`src/mas_pkg.sv`:
```
// Package with register map, field layout, strap bundles and state codes for the media and negotiation loader
// Functional notes
// - Receive-error pin sampled at reset: floating selects twisted pair, pulled low selects fiber.
// - Fiber strap presets far-end fault enable, scrambler bypass and descrambler bypass bits.
// - Writing fiber enable, bit 6 of coding-sublayer control, switches the media.
// - Negotiation strap low forces mode: speed strap 0/1 = 10/100, duplex 0/1 = half/full.
// - Negotiation strap high advertises per speed/duplex straps: 00,01,10,11 ability sets.
// - Advertisement ability bits [8:5] are loaded from the sampled strap states.
// - Writes to basic mode control override strapped negotiation settings once the strap load is done; a write in the load cycle is lost.
// - Negotiation picks highest-performance mode common to both ends from partner abilities.
// - Priority is 100 full, 100 half, 10 full, 10 half.
// - Speed and duplex control bits act only while negotiation is disabled.
// - The advertisement register contents are the abilities offered during negotiation.
package mas_pkg;

    // Printed register indices; the APB byte address is four times the index
    localparam logic [7:0] MAS_IDX_BASIC_MODE_CONTROL   = 8'h00;
    localparam logic [7:0] MAS_IDX_ADVERTISEMENT        = 8'h04;
    localparam logic [7:0] MAS_IDX_CODING_SUBLAYER_CTRL = 8'h16;
    localparam logic [7:0] MAS_IDX_MODE_STATUS          = 8'h1F;
    localparam int         MAS_ADDR_WIDTH               = 10;

    // Basic mode control fields
    localparam int MAS_BMC_SPEED_BIT   = 13;
    localparam int MAS_BMC_NEGOTIATION_ENABLE_STRAP_BIT   = 12;
    localparam int MAS_BMC_RESTART_BIT = 9;
    localparam int MAS_BMC_DUPLEX_BIT  = 8;

    // Advertisement fields
    localparam int          MAS_ADV_ABILITY_LSB = 5;
    localparam logic [4:0]  MAS_ADV_SELECTOR    = 5'h01;
    localparam logic [3:0]  MAS_ABL_10_HALF     = 4'h1;
    localparam logic [3:0]  MAS_ABL_10_FULL     = 4'h2;
    localparam logic [3:0]  MAS_ABL_100_HALF    = 4'h4;
    localparam logic [3:0]  MAS_ABL_100_FULL    = 4'h8;

    // Coding-sublayer control fields
    localparam int MAS_CSC_FIBER_BIT      = 6;
    localparam int MAS_CSC_FAR_FAULT_BIT  = 3;
    localparam int MAS_CSC_SCR_BYPASS_BIT = 1;
    localparam int MAS_CSC_DSC_BYPASS_BIT = 0;

    // Mode status fields
    localparam int MAS_STS_VALID_BIT  = 4;
    localparam int MAS_STS_ACTIVE_BIT = 3;
    localparam int MAS_STS_SPEED_BIT  = 2;
    localparam int MAS_STS_DUPLEX_BIT = 1;
    localparam int MAS_STS_FIBER_BIT  = 0;

    localparam logic [15:0] MAS_REG_RESET = 16'h0000;

    typedef struct packed {
        logic fiber;
        logic an_enable;
        logic speed;
        logic duplex;
    } mas_strap_type;

    typedef struct packed {
        logic valid;
        logic speed_100;
        logic full_duplex;
    } mas_mode_type;

    typedef enum logic [1:0] {
        MAS_LOAD_WAIT = 2'b00,
        MAS_LOAD_FIRE = 2'b01,
        MAS_LOAD_HELD = 2'b10
    } mas_load_state_type;

endpackage

```
`src/mas_strap_capture.sv`:
```
// Strap sampler that latches the pin levels once after reset release
`timescale 1ns/10ps
module mas_strap_capture
    import mas_pkg::*;
(
    input  wire logic          pclk,
    input  wire logic          presetn,
    input  wire mas_strap_type pins,
    output mas_strap_type      held,
    output logic               load
);

    mas_load_state_type state;

    // Pins are sampled at the first edge after release, never under reset
    always_ff @(posedge pclk or negedge presetn) begin
        if (!presetn) begin
            state <= MAS_LOAD_WAIT;
            held  <= '0;
            load  <= 1'b0;
        end else begin
            case (state)
                MAS_LOAD_WAIT: begin
                    held  <= pins;
                    load  <= 1'b1;
                    state <= MAS_LOAD_FIRE;
                end
                MAS_LOAD_FIRE: begin
                    load  <= 1'b0;
                    state <= MAS_LOAD_HELD;
                end
                MAS_LOAD_HELD: begin
                    load <= 1'b0;
                end
                default: begin
                    load  <= 1'b0;
                    state <= MAS_LOAD_HELD;
                end
            endcase
        end
    end

endmodule // mas_strap_capture

```
`src/mas_resolve.sv`:
```
// Priority resolver for the common negotiated mode
`timescale 1ns/10ps
module mas_resolve
    import mas_pkg::*;
(
    input  wire logic [3:0] local_ability,
    input  wire logic [3:0] partner_ability,
    output mas_mode_type    mode
);

    logic [3:0] common;

    always_comb begin
        common = local_ability & partner_ability;
        mode   = '0;
        if ((common & MAS_ABL_100_FULL) != 4'h0) begin
            mode = '{valid: 1'b1, speed_100: 1'b1, full_duplex: 1'b1};
        end else if ((common & MAS_ABL_100_HALF) != 4'h0) begin
            mode = '{valid: 1'b1, speed_100: 1'b1, full_duplex: 1'b0};
        end else if ((common & MAS_ABL_10_FULL) != 4'h0) begin
            mode = '{valid: 1'b1, speed_100: 1'b0, full_duplex: 1'b1};
        end else if ((common & MAS_ABL_10_HALF) != 4'h0) begin
            mode = '{valid: 1'b1, speed_100: 1'b0, full_duplex: 1'b0};
        end
    end

endmodule // mas_resolve

```
`src/mas_top.sv`:
```
// Strap-driven media and negotiation configuration with an APB register file
//
// The implementer's own choice: the APB slave port.
`timescale 1ns/10ps
module mas_top
    import mas_pkg::*;
(
    input  wire logic                      pclk,
    input  wire logic                      presetn,
    input  wire logic                      psel,
    input  wire logic                      penable,
    input  wire logic                      pwrite,
    input  wire logic [MAS_ADDR_WIDTH-1:0] paddr,
    input  wire logic [31:0]               pwdata,
    output logic      [31:0]               prdata,
    output logic                           pready,
    output logic                           pslverr,
    input  wire logic                      receive_error_strap,
    input  wire logic                      negotiation_enable_strap,
    input  wire logic                      speed_ability_strap,
    input  wire logic                      duplex_ability_strap,
    input  wire logic [3:0]                partner_ability,
    input  wire logic                      partner_ability_valid,
    output logic                           fiber_media_enable,
    output logic                           far_end_fault_enable,
    output logic                           scrambler_bypass,
    output logic                           descrambler_bypass,
    output logic [3:0]                     advertised_ability,
    output logic                           negotiation_active,
    output logic                           negotiation_restart,
    output logic                           link_speed_100,
    output logic                           link_full_duplex,
    output logic                           link_mode_valid
);

    mas_strap_type strap_pins;
    mas_strap_type strap;
    logic          strap_load;
    mas_mode_type  resolved;

    logic [15:0]   basic_mode_control;
    logic [15:0]   advertisement_register;
    logic [15:0]   coding_sublayer_control;
    logic          negotiation_armed;

    logic          access;
    logic          wr_done;
    logic          hit_bmc;
    logic          hit_adv;
    logic          hit_csc;
    logic          hit_sts;
    logic          mapped;
    logic [31:0]   read_word;
    logic [3:0]    strap_ability;
    logic [15:0]   strap_bmc;
    logic          next_speed;
    logic          next_duplex;
    logic          next_valid;

    // Pull-low on the receive-error pin means fiber; a floating pin reads high
    always_comb begin
        strap_pins.fiber     = ~receive_error_strap;
        strap_pins.an_enable = negotiation_enable_strap;
        strap_pins.speed     = speed_ability_strap;
        strap_pins.duplex    = duplex_ability_strap;
    end

    mas_strap_capture u_capture (
        .pclk    (pclk),
        .presetn (presetn),
        .pins    (strap_pins),
        .held    (strap),
        .load    (strap_load)
    );

    mas_resolve u_resolve (
        .local_ability   (advertisement_register[MAS_ADV_ABILITY_LSB +: 4]),
        .partner_ability (partner_ability & {4{partner_ability_valid}}),
        .mode            (resolved)
    );

    // Ability set and control word implied by the captured straps
    always_comb begin
        strap_ability = 4'h0;
        if (strap.an_enable) begin
            case ({strap.speed, strap.duplex})
                2'b00:   strap_ability = MAS_ABL_10_HALF | MAS_ABL_10_FULL;
                2'b01:   strap_ability = MAS_ABL_100_HALF | MAS_ABL_100_FULL;
                2'b10:   strap_ability = MAS_ABL_100_FULL;
                2'b11:   strap_ability = MAS_ABL_10_HALF | MAS_ABL_10_FULL | MAS_ABL_100_HALF | MAS_ABL_100_FULL;
                default: strap_ability = 4'h0;
            endcase
        end else begin
            // A forced port advertises only the mode it is forced into
            case ({strap.speed, strap.duplex})
                2'b00:   strap_ability = MAS_ABL_10_HALF;
                2'b01:   strap_ability = MAS_ABL_10_FULL;
                2'b10:   strap_ability = MAS_ABL_100_HALF;
                2'b11:   strap_ability = MAS_ABL_100_FULL;
                default: strap_ability = 4'h0;
            endcase
        end
        strap_bmc                      = MAS_REG_RESET;
        strap_bmc[MAS_BMC_NEGOTIATION_ENABLE_STRAP_BIT]   = strap.an_enable;
        strap_bmc[MAS_BMC_SPEED_BIT]   = strap.speed;
        strap_bmc[MAS_BMC_DUPLEX_BIT]  = strap.duplex;
    end

    // APB decode; one wait state so that read data and pready both leave flops
    always_comb begin
        access  = psel & penable;
        wr_done = access & pready & pwrite;
        hit_bmc = (paddr == {MAS_IDX_BASIC_MODE_CONTROL, 2'b00});
        hit_adv = (paddr == {MAS_IDX_ADVERTISEMENT, 2'b00});
        hit_csc = (paddr == {MAS_IDX_CODING_SUBLAYER_CTRL, 2'b00});
        hit_sts = (paddr == {MAS_IDX_MODE_STATUS, 2'b00});
        mapped  = hit_bmc | hit_adv | hit_csc | hit_sts;
    end

    always_comb begin
        read_word = 32'h0000_0000;
        if (hit_bmc) begin
            read_word[15:0] = basic_mode_control;
        end else if (hit_adv) begin
            read_word[15:0] = advertisement_register;
        end else if (hit_csc) begin
            read_word[15:0] = coding_sublayer_control;
        end else if (hit_sts) begin
            read_word[MAS_STS_VALID_BIT]  = link_mode_valid;
            read_word[MAS_STS_ACTIVE_BIT] = negotiation_active;
            read_word[MAS_STS_SPEED_BIT]  = link_speed_100;
            read_word[MAS_STS_DUPLEX_BIT] = link_full_duplex;
            read_word[MAS_STS_FIBER_BIT]  = fiber_media_enable;
        end
    end

    always_ff @(posedge pclk or negedge presetn) begin
        if (!presetn) begin
            pready  <= 1'b0;
            pslverr <= 1'b0;
            prdata  <= 32'h0000_0000;
        end else begin
            pready  <= access & ~pready;
            pslverr <= access & ~pready & ~mapped;
            if (access & ~pready & ~pwrite) begin
                prdata <= read_word;
            end
        end
    end

    // Basic mode control: strap load first, software writes override later
    always_ff @(posedge pclk or negedge presetn) begin
        if (!presetn) begin
            basic_mode_control <= MAS_REG_RESET;
        end else if (strap_load) begin
            basic_mode_control <= strap_bmc;
        end else if (wr_done & hit_bmc) begin
            basic_mode_control                      <= pwdata[15:0];
            basic_mode_control[MAS_BMC_RESTART_BIT] <= 1'b0;
        end
    end

    // Restart is a self-clearing command; it shows only as a one-cycle pulse
    always_ff @(posedge pclk or negedge presetn) begin
        if (!presetn) begin
            negotiation_restart <= 1'b0;
        end else begin
            negotiation_restart <= wr_done & hit_bmc & pwdata[MAS_BMC_RESTART_BIT] & pwdata[MAS_BMC_NEGOTIATION_ENABLE_STRAP_BIT];
        end
    end

    // A forced start keeps negotiation off until enable sees a clear-to-set edge
    always_ff @(posedge pclk or negedge presetn) begin
        if (!presetn) begin
            negotiation_armed <= 1'b0;
        end else if (strap_load) begin
            negotiation_armed <= strap.an_enable;
        end else if (wr_done & hit_bmc & pwdata[MAS_BMC_NEGOTIATION_ENABLE_STRAP_BIT] & ~basic_mode_control[MAS_BMC_NEGOTIATION_ENABLE_STRAP_BIT]) begin
            negotiation_armed <= 1'b1;
        end
    end

    // Advertisement register; its ability field is what the link engine sends
    always_ff @(posedge pclk or negedge presetn) begin
        if (!presetn) begin
            advertisement_register <= MAS_REG_RESET;
        end else if (strap_load) begin
            advertisement_register                           <= {11'h000, MAS_ADV_SELECTOR};
            advertisement_register[MAS_ADV_ABILITY_LSB +: 4] <= strap_ability;
        end else if (wr_done & hit_adv) begin
            advertisement_register <= pwdata[15:0];
        end
    end

    always_ff @(posedge pclk or negedge presetn) begin
        if (!presetn) begin
            advertised_ability <= 4'h0;
        end else begin
            advertised_ability <= advertisement_register[MAS_ADV_ABILITY_LSB +: 4];
        end
    end

    // Coding-sublayer control; a fiber strap presets the fiber support bits
    always_ff @(posedge pclk or negedge presetn) begin
        if (!presetn) begin
            coding_sublayer_control <= MAS_REG_RESET;
        end else if (strap_load) begin
            coding_sublayer_control                         <= MAS_REG_RESET;
            coding_sublayer_control[MAS_CSC_FIBER_BIT]      <= strap.fiber;
            coding_sublayer_control[MAS_CSC_FAR_FAULT_BIT]  <= strap.fiber;
            coding_sublayer_control[MAS_CSC_SCR_BYPASS_BIT] <= strap.fiber;
            coding_sublayer_control[MAS_CSC_DSC_BYPASS_BIT] <= strap.fiber;
        end else if (wr_done & hit_csc) begin
            coding_sublayer_control <= pwdata[15:0];
        end
    end

    always_ff @(posedge pclk or negedge presetn) begin
        if (!presetn) begin
            fiber_media_enable   <= 1'b0;
            far_end_fault_enable <= 1'b0;
            scrambler_bypass     <= 1'b0;
            descrambler_bypass   <= 1'b0;
        end else begin
            fiber_media_enable   <= coding_sublayer_control[MAS_CSC_FIBER_BIT];
            far_end_fault_enable <= coding_sublayer_control[MAS_CSC_FAR_FAULT_BIT];
            scrambler_bypass     <= coding_sublayer_control[MAS_CSC_SCR_BYPASS_BIT];
            descrambler_bypass   <= coding_sublayer_control[MAS_CSC_DSC_BYPASS_BIT];
        end
    end

    // Operating mode: resolved while negotiating, control bits otherwise
    always_comb begin
        if (basic_mode_control[MAS_BMC_NEGOTIATION_ENABLE_STRAP_BIT] & negotiation_armed) begin
            next_speed  = resolved.speed_100;
            next_duplex = resolved.full_duplex;
            next_valid  = partner_ability_valid & resolved.valid;
        end else begin
            next_speed  = basic_mode_control[MAS_BMC_SPEED_BIT];
            next_duplex = basic_mode_control[MAS_BMC_DUPLEX_BIT];
            next_valid  = 1'b1;
        end
    end

    always_ff @(posedge pclk or negedge presetn) begin
        if (!presetn) begin
            negotiation_active <= 1'b0;
            link_speed_100     <= 1'b0;
            link_full_duplex   <= 1'b0;
            link_mode_valid    <= 1'b0;
        end else begin
            negotiation_active <= basic_mode_control[MAS_BMC_NEGOTIATION_ENABLE_STRAP_BIT] & negotiation_armed;
            link_speed_100     <= next_speed;
            link_full_duplex   <= next_duplex;
            link_mode_valid    <= next_valid;
        end
    end

endmodule // mas_top

```
`config.mk`:
```
export PLATFORM = sky130hd
export DESIGN_NAME = mas_top
export DESIGN_NICKNAME = d
export VERILOG_FILES = /design/src/mas_pkg.sv /design/src/mas_strap_capture.sv /design/src/mas_resolve.sv /design/src/mas_top.sv
export SDC_FILE = /design/constraint.sdc
export NUM_CORES = 1
export LEC_CHECK = 0
export BUFFER_PORTS_ARGS = -buffer_cell sky130_fd_sc_hd__buf_2
export CAP_MARGIN = 20
export CORE_AREA = 2 2 91 84
export DETAILED_ROUTE_END_ITERATION = 8
export DIE_AREA = 0 0 93 86
export PLACE_DENSITY = 0.84
export SLEW_MARGIN = 20
export SYNTH_ARGS = -nofsm -noshare
export SYNTH_HDL_FRONTEND = slang
export SYNTH_SLANG_ARGS = --single-unit
export TNS_END_PERCENT = 50
```
`constraint.sdc`:
```
create_clock -name pclk -period 3.6 [get_ports pclk]
set_input_delay 0.18 -clock pclk [delete_from_list [all_inputs] [get_ports pclk]]
set_output_delay 0.18 -clock pclk [all_outputs]
set_load 0.01 [all_outputs]
```
==> results of run 1 <==
## cell usage after synthesis, types with 2 or more instances
master	n
sky130_fd_sc_hd__a21oi_1	10
sky130_fd_sc_hd__a22o_1	5
sky130_fd_sc_hd__a22oi_1	22
sky130_fd_sc_hd__a32oi_1	5
sky130_fd_sc_hd__buf_4	17
sky130_fd_sc_hd__buf_6	3
sky130_fd_sc_hd__clkbuf_1	13
sky130_fd_sc_hd__dfrtp_1	86
sky130_fd_sc_hd__ha_1	5
sky130_fd_sc_hd__inv_1	7
sky130_fd_sc_hd__mux2_1	4
sky130_fd_sc_hd__mux2_2	5
sky130_fd_sc_hd__mux2i_1	45
sky130_fd_sc_hd__nand2_1	19
sky130_fd_sc_hd__nand2b_1	2
sky130_fd_sc_hd__nand3_1	4
sky130_fd_sc_hd__nor2_1	46
sky130_fd_sc_hd__nor2b_1	3
sky130_fd_sc_hd__nor4_1	2
sky130_fd_sc_hd__nor4_4	3
sky130_fd_sc_hd__o211ai_1	4
sky130_fd_sc_hd__o21ai_0	10
sky130_fd_sc_hd__o21ai_1	11
sky130_fd_sc_hd__or3_1	2
## worst paths after layout
kind / slack, ps / end / cells after the start
worst max-delay path: 1250 / advertisement_register[2] / 5
worst min-delay path: 20 / u_capture.held[1] / 3
worst max register to register: 1250 / advertisement_register[2] / 5
worst min register to register: 410 / scrambler_bypass / 0
max in group asynchronous: 2670 / prdata[14] / 2
min in group asynchronous: 440 / scrambler_bypass / 2
## what timing repair did
action                    4_1_cts  5_1_grt
hold endpoints to repair        1       86
buffers inserted                0        0
hold buffers                    1        1
## cell families (layout without fill, tap and decap cells)
logic type / after synthesis / in the layout / share of synthesized area
other: 1 / 16 / 0.000951
and+or+nand+nor: 91 / 91 / 0.118
DFF: 86 / 86 / 0.546
buffers and inverters: 41 / 102 / 0.0612
AOI/OAI and AO/OA: 70 / 70 / 0.118
muxes: 54 / 54 / 0.140
adders and majority gates: 5 / 5 / 0.0159
## through the flow
step                      power [mW]  area [um^2]  std cells  utilization  hold WS (ps)
final                           1.80         4530        517        0.651          18.0
after global routing            1.88         4530        517        0.651          24.1
after CTS                       1.82         4520        516        0.648          5.68
after detailed placement        1.15         4310        499        0.618           358
after global placement          1.14         4310        499        0.618           354
after floorplan                 1.09         4000        363            -          -116
## routing by layer
| layer | up-vias | GRT usage | wire [um] | share of wire |
|---|---|---|---|---|
| met2 | 127 | 0.386 | 4440 | 0.49 |
| met3 | 16 | 0.0580 | 663 | 0.074 |
| met4 | 0 | 0.0749 | 121 | 0.013 |
| li1 | 1341 | - | - | - |
| met5 | - | 0 | 0 | 0 |
| met1 | 1418 | 0.322 | 3760 | 0.42 |
## final cells by class
class	count	share of cell area
sequential	86	0.475
multi-input combinational	236	0.355
clock buffer	10	0.0304
tap	93	0.0257
timing repair buffer	79	0.0947
clock inverter	6	0.0135
inverter	7	0.00580
## state kept, by name (all words and copies together), names as in the netlist, 2 cells and up
register	flops
u_capture.state	2
advertisement_register	16
u_capture.held	4
basic_mode_control	15
advertised_ability	4
coding_sublayer_control	16
prdata	16
## worst max-delay path, delay by kind of cell (launching register included)
kind | cells | cell delay, ps
mux | 1 | 200
simple gates | 3 | 1240
flops | 1 | 390
buf+inv | 1 | 350
## cell usage in the layout, fill, tap and decap left out, types with 2 or more instances in the layout
| master | n |
|---|---|
| sky130_fd_sc_hd__a21oi_1 | 10 |
| sky130_fd_sc_hd__a22o_1 | 5 |
| sky130_fd_sc_hd__a22oi_1 | 22 |
| sky130_fd_sc_hd__a32oi_1 | 5 |
| sky130_fd_sc_hd__buf_2 | 69 |
| sky130_fd_sc_hd__buf_4 | 7 |
| sky130_fd_sc_hd__clkbuf_8 | 10 |
| sky130_fd_sc_hd__clkinv_2 | 3 |
| sky130_fd_sc_hd__conb_1 | 16 |
| sky130_fd_sc_hd__dfrtp_1 | 86 |
| sky130_fd_sc_hd__dlygate4sd3_1 | 2 |
| sky130_fd_sc_hd__ha_1 | 5 |
| sky130_fd_sc_hd__inv_1 | 7 |
| sky130_fd_sc_hd__mux2_1 | 4 |
| sky130_fd_sc_hd__mux2_2 | 5 |
| sky130_fd_sc_hd__mux2i_1 | 45 |
| sky130_fd_sc_hd__nand2_1 | 19 |
| sky130_fd_sc_hd__nand2b_1 | 2 |
| sky130_fd_sc_hd__nand3_1 | 4 |
| sky130_fd_sc_hd__nor2_1 | 45 |
| sky130_fd_sc_hd__nor2b_1 | 3 |
| sky130_fd_sc_hd__nor4_1 | 2 |
| sky130_fd_sc_hd__nor4_4 | 3 |
| sky130_fd_sc_hd__o211ai_1 | 4 |
| sky130_fd_sc_hd__o21ai_0 | 10 |
| sky130_fd_sc_hd__o21ai_1 | 11 |
| sky130_fd_sc_hd__or3_1 | 2 |
## power by group through the flow
stage	logic, mW	clock network (mW)	registers [mW]
CTS	0.127	0.684	1.01
global route	0.143	0.731	1.01
detailed placement	0.125	0	1.02
floorplan	0.0629	0	1.02
global placement	0.122	0	1.02
finish	0.127	0.669	1.01
==> summary.txt, run 1 <==
vias per cell: 5.61
total clock buffers created by CTS: 9
count of state elements after synthesis: 86
critical path's slowest cell: sky130_fd_sc_hd__nor4_4
power density relative to cell area: 398 nW/um^2
Filler cells: 572
Initial Utilization: 0.566
kind of critical path: reg -> reg
horizontal die dimension: 93 um
Diodes inserted: 0
upper clock frequency limit: 426 MHz
Via Count: 2902
detailed placer's ending HPWL: 6.33 mm
Layout Skew: 10.3 ps
beginning of the critical path: pready
per-cell routed wire length: 17.4 um
Final Max Tran Viols: 0
CP endpoint kind: flop
first-pass GRT wire length: 14.6 mm
count of input and output buffers: 70
gate count after technology mapping: 348
TritonCTS Sinks: 86
Placement Setup Slack: 1150 ps
DRC violation total after the first TritonRoute iteration: 215
total standard cell area after synthesis: 3940 um^2
Clock transition at path regs: 80 ps
pin count of the biggest net entering global routing: 87
number of cells upsized or downsized after cts: 0
total negative slack for setup checks: 0 ps
fraction of power consumed by combinational cells: 0.070
Clock Path Buffers: 2
final worst-path setup slack: 1250 ps
total gr overflow: 0
switch share: 0.239
Setup crit start kind: flop
required time worst endpoint: 3790 ps
Final Hold Viols: 0
worst voltage drop across the vdd grid: 0.320 mV
synth warn: 0
Initial DRT Pass Iterations: 4
biggest area consumer among synthesized cells: sky130_fd_sc_hd__dfrtp_1
overall die height: 86 um
multi-input combinational cell area: 1610 um^2
final critical-path share of the clock period: 0.652
standby leakage power: 2.12 nW
share of total power in sequential cells: 0.558
proportion of synthesized flip-flops having asynchronous set or reset: 1.00
total wire length: 8.99 mm
largest fanout on the critical path: 9
residual antenna-violating net count after detailed routing: 0
sw power: 431 uW
actual slew at the worst max-slew pin: 1020 ps
unrepaired setup endpoints after global routing: no
CTS tree: built
cell chosen for the clock root: sky130_fd_sc_hd__clkbuf_8
crit path cell chain: nand4_1 > nor4_4 > buf_4 > mux2i_1 > nor2_1
headroom to the max-slew limit: 0.321
most frequently used flop master after synthesis: sky130_fd_sc_hd__dfrtp_1
Max Cap Viol: 0
number of remaining DRC errors: 0
mean instance size in the synthesized netlist: 11.3 um^2
count of nets after finishing: 480
reg2reg start: pready
Final setup violation count: 0
initial antenna violation count: 0
post-synth top area share: 0.546
CP Data Arrival Time: 2540 ps
Core ar.: 6970 um^2
number of global-route vias before repair: 2865
register area share after synthesis: 0.546
clock network fraction of design power: 0.372
number of library cell types mapped by synthesis: 39
class of the worst hold path: in -> reg
clock insertion delay at the later pin of the skew report: 360 ps
area added between synthesis and finish: 14.9%
share of final-layout standard cells stronger than drive strength 1: 0.248
largest cells by area after synthesis: sky130_fd_sc_hd__dfrtp_1 (55%), sky130_fd_sc_hd__mux2i_1 (11%), sky130_fd_sc_hd__nor2_1 (4.4%)
run status: complete, no violations
largest stage delay on the critical path: 810 ps
last weighted congestion value of the routability-driven placer: 0.794
cell-internal power: 1.37 mW
global-route usage over all layers: 0.239
Total Die Area: 8000 um^2
Std-Cell Rows: 29
post-layout min period: 2350 ps
number of primary I/O pins: 103
number of synthesized flops with an enable pin: 0
# H-tree levels: 3
Register Area: 2150 um^2
hold wc startpoint: speed_ability_strap
(Power assumes the default switching activity.)
==> run 2: changes to the inputs <==
--- a/config.mk
+++ b/config.mk
@@ -7,10 +7,10 @@
 export LEC_CHECK = 0
 export BUFFER_PORTS_ARGS = -buffer_cell sky130_fd_sc_hd__buf_2
 export CAP_MARGIN = 20
-export CORE_AREA = 2 2 91 84
+export CORE_AREA = 2 2 99 91
 export DETAILED_ROUTE_END_ITERATION = 8
-export DIE_AREA = 0 0 93 86
-export PLACE_DENSITY = 0.84
+export DIE_AREA = 0 0 101 93
+export PLACE_DENSITY = 0.76
 export SLEW_MARGIN = 20
 export SYNTH_ARGS = -nofsm -noshare
 export SYNTH_HDL_FRONTEND = slang
==> constraint.sdc (replaced) <==
create_clock -name pclk -period 1.9 [get_ports pclk]
set_input_delay 0.095 -clock pclk [delete_from_list [all_inputs] [get_ports pclk]]
set_output_delay 0.095 -clock pclk [all_outputs]
set_load 0.01 [all_outputs]
==> summary.txt, run 2 (same netlist as run 1, synthesis figures left out) <==
CTS tree: built
Std-Cell Rows: 32
hold buffer count at cts: 7
count of input and output buffers: 70
actual slew at the worst max-slew pin: 645 ps
final critical-path share of the clock period: 0.928
final worst-path setup slack: 136 ps
number of primary I/O pins: 103
Clock transition at path regs: 90 ps
overall die height: 93 um
post-layout min period: 1760 ps
per-cell routed wire length: 17.2 um
share of final-layout standard cells stronger than drive strength 1: 0.267
run status: complete, no violations
detailed placer's ending HPWL: 6.61 mm
internal reg-to-reg setup slack: 140 ps
Initial Utilization: 0.469
Core ar.: 8410 um^2
fraction of power consumed by combinational cells: 0.076
last weighted congestion value of the routability-driven placer: 0.902
buffer count from post-CTS setup fixing: 0
class of the worst hold path: in -> reg
switch share: 0.242
headroom to the max-slew limit: 0.570
pin count of the biggest net entering global routing: 87
number of remaining DRC errors: 0
Diodes inserted: 0
Setup crit start kind: flop
global-route usage over all layers: 0.211
horizontal die dimension: 101 um
number of global-route vias before repair: 2933
commonest cells after routing, fill and taps aside: sky130_fd_sc_hd__dfrtp_1 (86), sky130_fd_sc_hd__buf_2 (69), sky130_fd_sc_hd__nor2_1 (46), sky130_fd_sc_hd__mux2i_1 (45), sky130_fd_sc_hd__a22oi_1 (22)
share of total power in sequential cells: 0.542
first-pass GRT wire length: 15.1 mm
Max Cap Viol: 0
most frequent standard cell in the layout excluding fill and tap cells: sky130_fd_sc_hd__dfrtp_1
number of cells upsized or downsized after cts: 0
Final Max Tran Viols: 0
Initial DRT Pass Iterations: 5
total clock buffers created by CTS: 9
TritonCTS Sinks: 86
initial antenna violation count: 0
number of cells in the finished layout apart from fillers: 547
sw power: 850 uW
total gr overflow: 0
Via Count: 3003
Total Die Area: 9390 um^2
total instance count after detailed placement: 524
biggest regs: advertisement_register (16), coding_sublayer_control (16), prdata (16)
standby leakage power: 2.23 nW
Placement Setup Slack: -71.2 ps
cell chosen for the clock root: sky130_fd_sc_hd__clkbuf_8
clock insertion delay at the later pin of the skew report: 350 ps
largest fanout on the critical path: 17
kind of critical path: reg -> reg
count of nets after finishing: 501
# H-tree levels: 3
clock network fraction of design power: 0.382
DRC violation total after the first TritonRoute iteration: 176
residual antenna-violating net count after detailed routing: 0
Clock Path Buffers: 2
cell-internal power: 2.66 mW
upper clock frequency limit: 567 MHz
area added between synthesis and finish: 20.6%
required time worst endpoint: 2140 ps
vias per cell: 5.49
CP endpoint kind: flop
Final Hold Viols: 0
total wire length: 9.41 mm
CP Data Arrival Time: 2000 ps
Layout Skew: 6.79 ps
Final setup violation count: 0
worst voltage drop across the vdd grid: 0.433 mV
power density relative to cell area: 739 nW/um^2
Power, Total: 3.51 mW
unrepaired setup endpoints after global routing: no
## run 2: worst paths after layout
path,startpoint,endpoint,cells past startpoint
setup / recovery,pready,advertisement_register[0],6
max in group asynchronous,presetn,basic_mode_control[15],3
hold / removal,pwdata[4],basic_mode_control[4],3
hold reg to reg,coding_sublayer_control[1],scrambler_bypass,0
min in group asynchronous,presetn,descrambler_bypass,3
setup reg to reg,pready,advertisement_register[0],6
## run 2: through the flow
stage          area, um^2  setup TNS, ps  utilization  hold WS [ps]
4_1_cts              4760              0        0.566          7.10
6_report             4760              0        0.566          15.0
3_3_place_gp         4480          -76.8        0.532           161
5_1_grt              4760              0        0.566          6.15
3_5_place_dp         4480           -326        0.532           167
2_1_floorplan        4000              0            -          -201
## run 2: routing by layer
layer / share of wire / global-route usage
met5: 0 / 0
met4: 0.020 / 0.0845
met3: 0.063 / 0.0404
met2: 0.48 / 0.338
met1: 0.43 / 0.284
## run 2: power by group through the flow
stage	logic, mW	registers (mW)	clock network, mW
finish	0.268	1.90	1.34
global route	0.297	1.91	1.45
CTS	0.268	1.90	1.36
detailed placement	0.256	1.94	0
global placement	0.250	1.94	0
floorplan	0.119	1.94	0
## run 2: final cells by class
| cell class | instances | area [um^2] |
|---|---|---|
| Fill cell | 733 | 3650 |
| Sequential cell | 86 | 2150 |
| Multi-Input combinational cell | 236 | 1610 |
| Timing Repair Buffer | 100 | 633 |
| Clock buffer | 12 | 155 |
| Tap cell | 102 | 128 |
| Clock inverter | 4 | 55.1 |
| Inverter | 7 | 26.3 |
## run 2: critical path, cell delays in order (launching register included)
cell                      delay (ps)
sky130_fd_sc_hd__dfrtp_1         380
sky130_fd_sc_hd__nand4_1         230
sky130_fd_sc_hd__buf_4           240
sky130_fd_sc_hd__nor4_4          260
sky130_fd_sc_hd__buf_12          220
sky130_fd_sc_hd__nor2b_1          60
sky130_fd_sc_hd__a211o_1         260
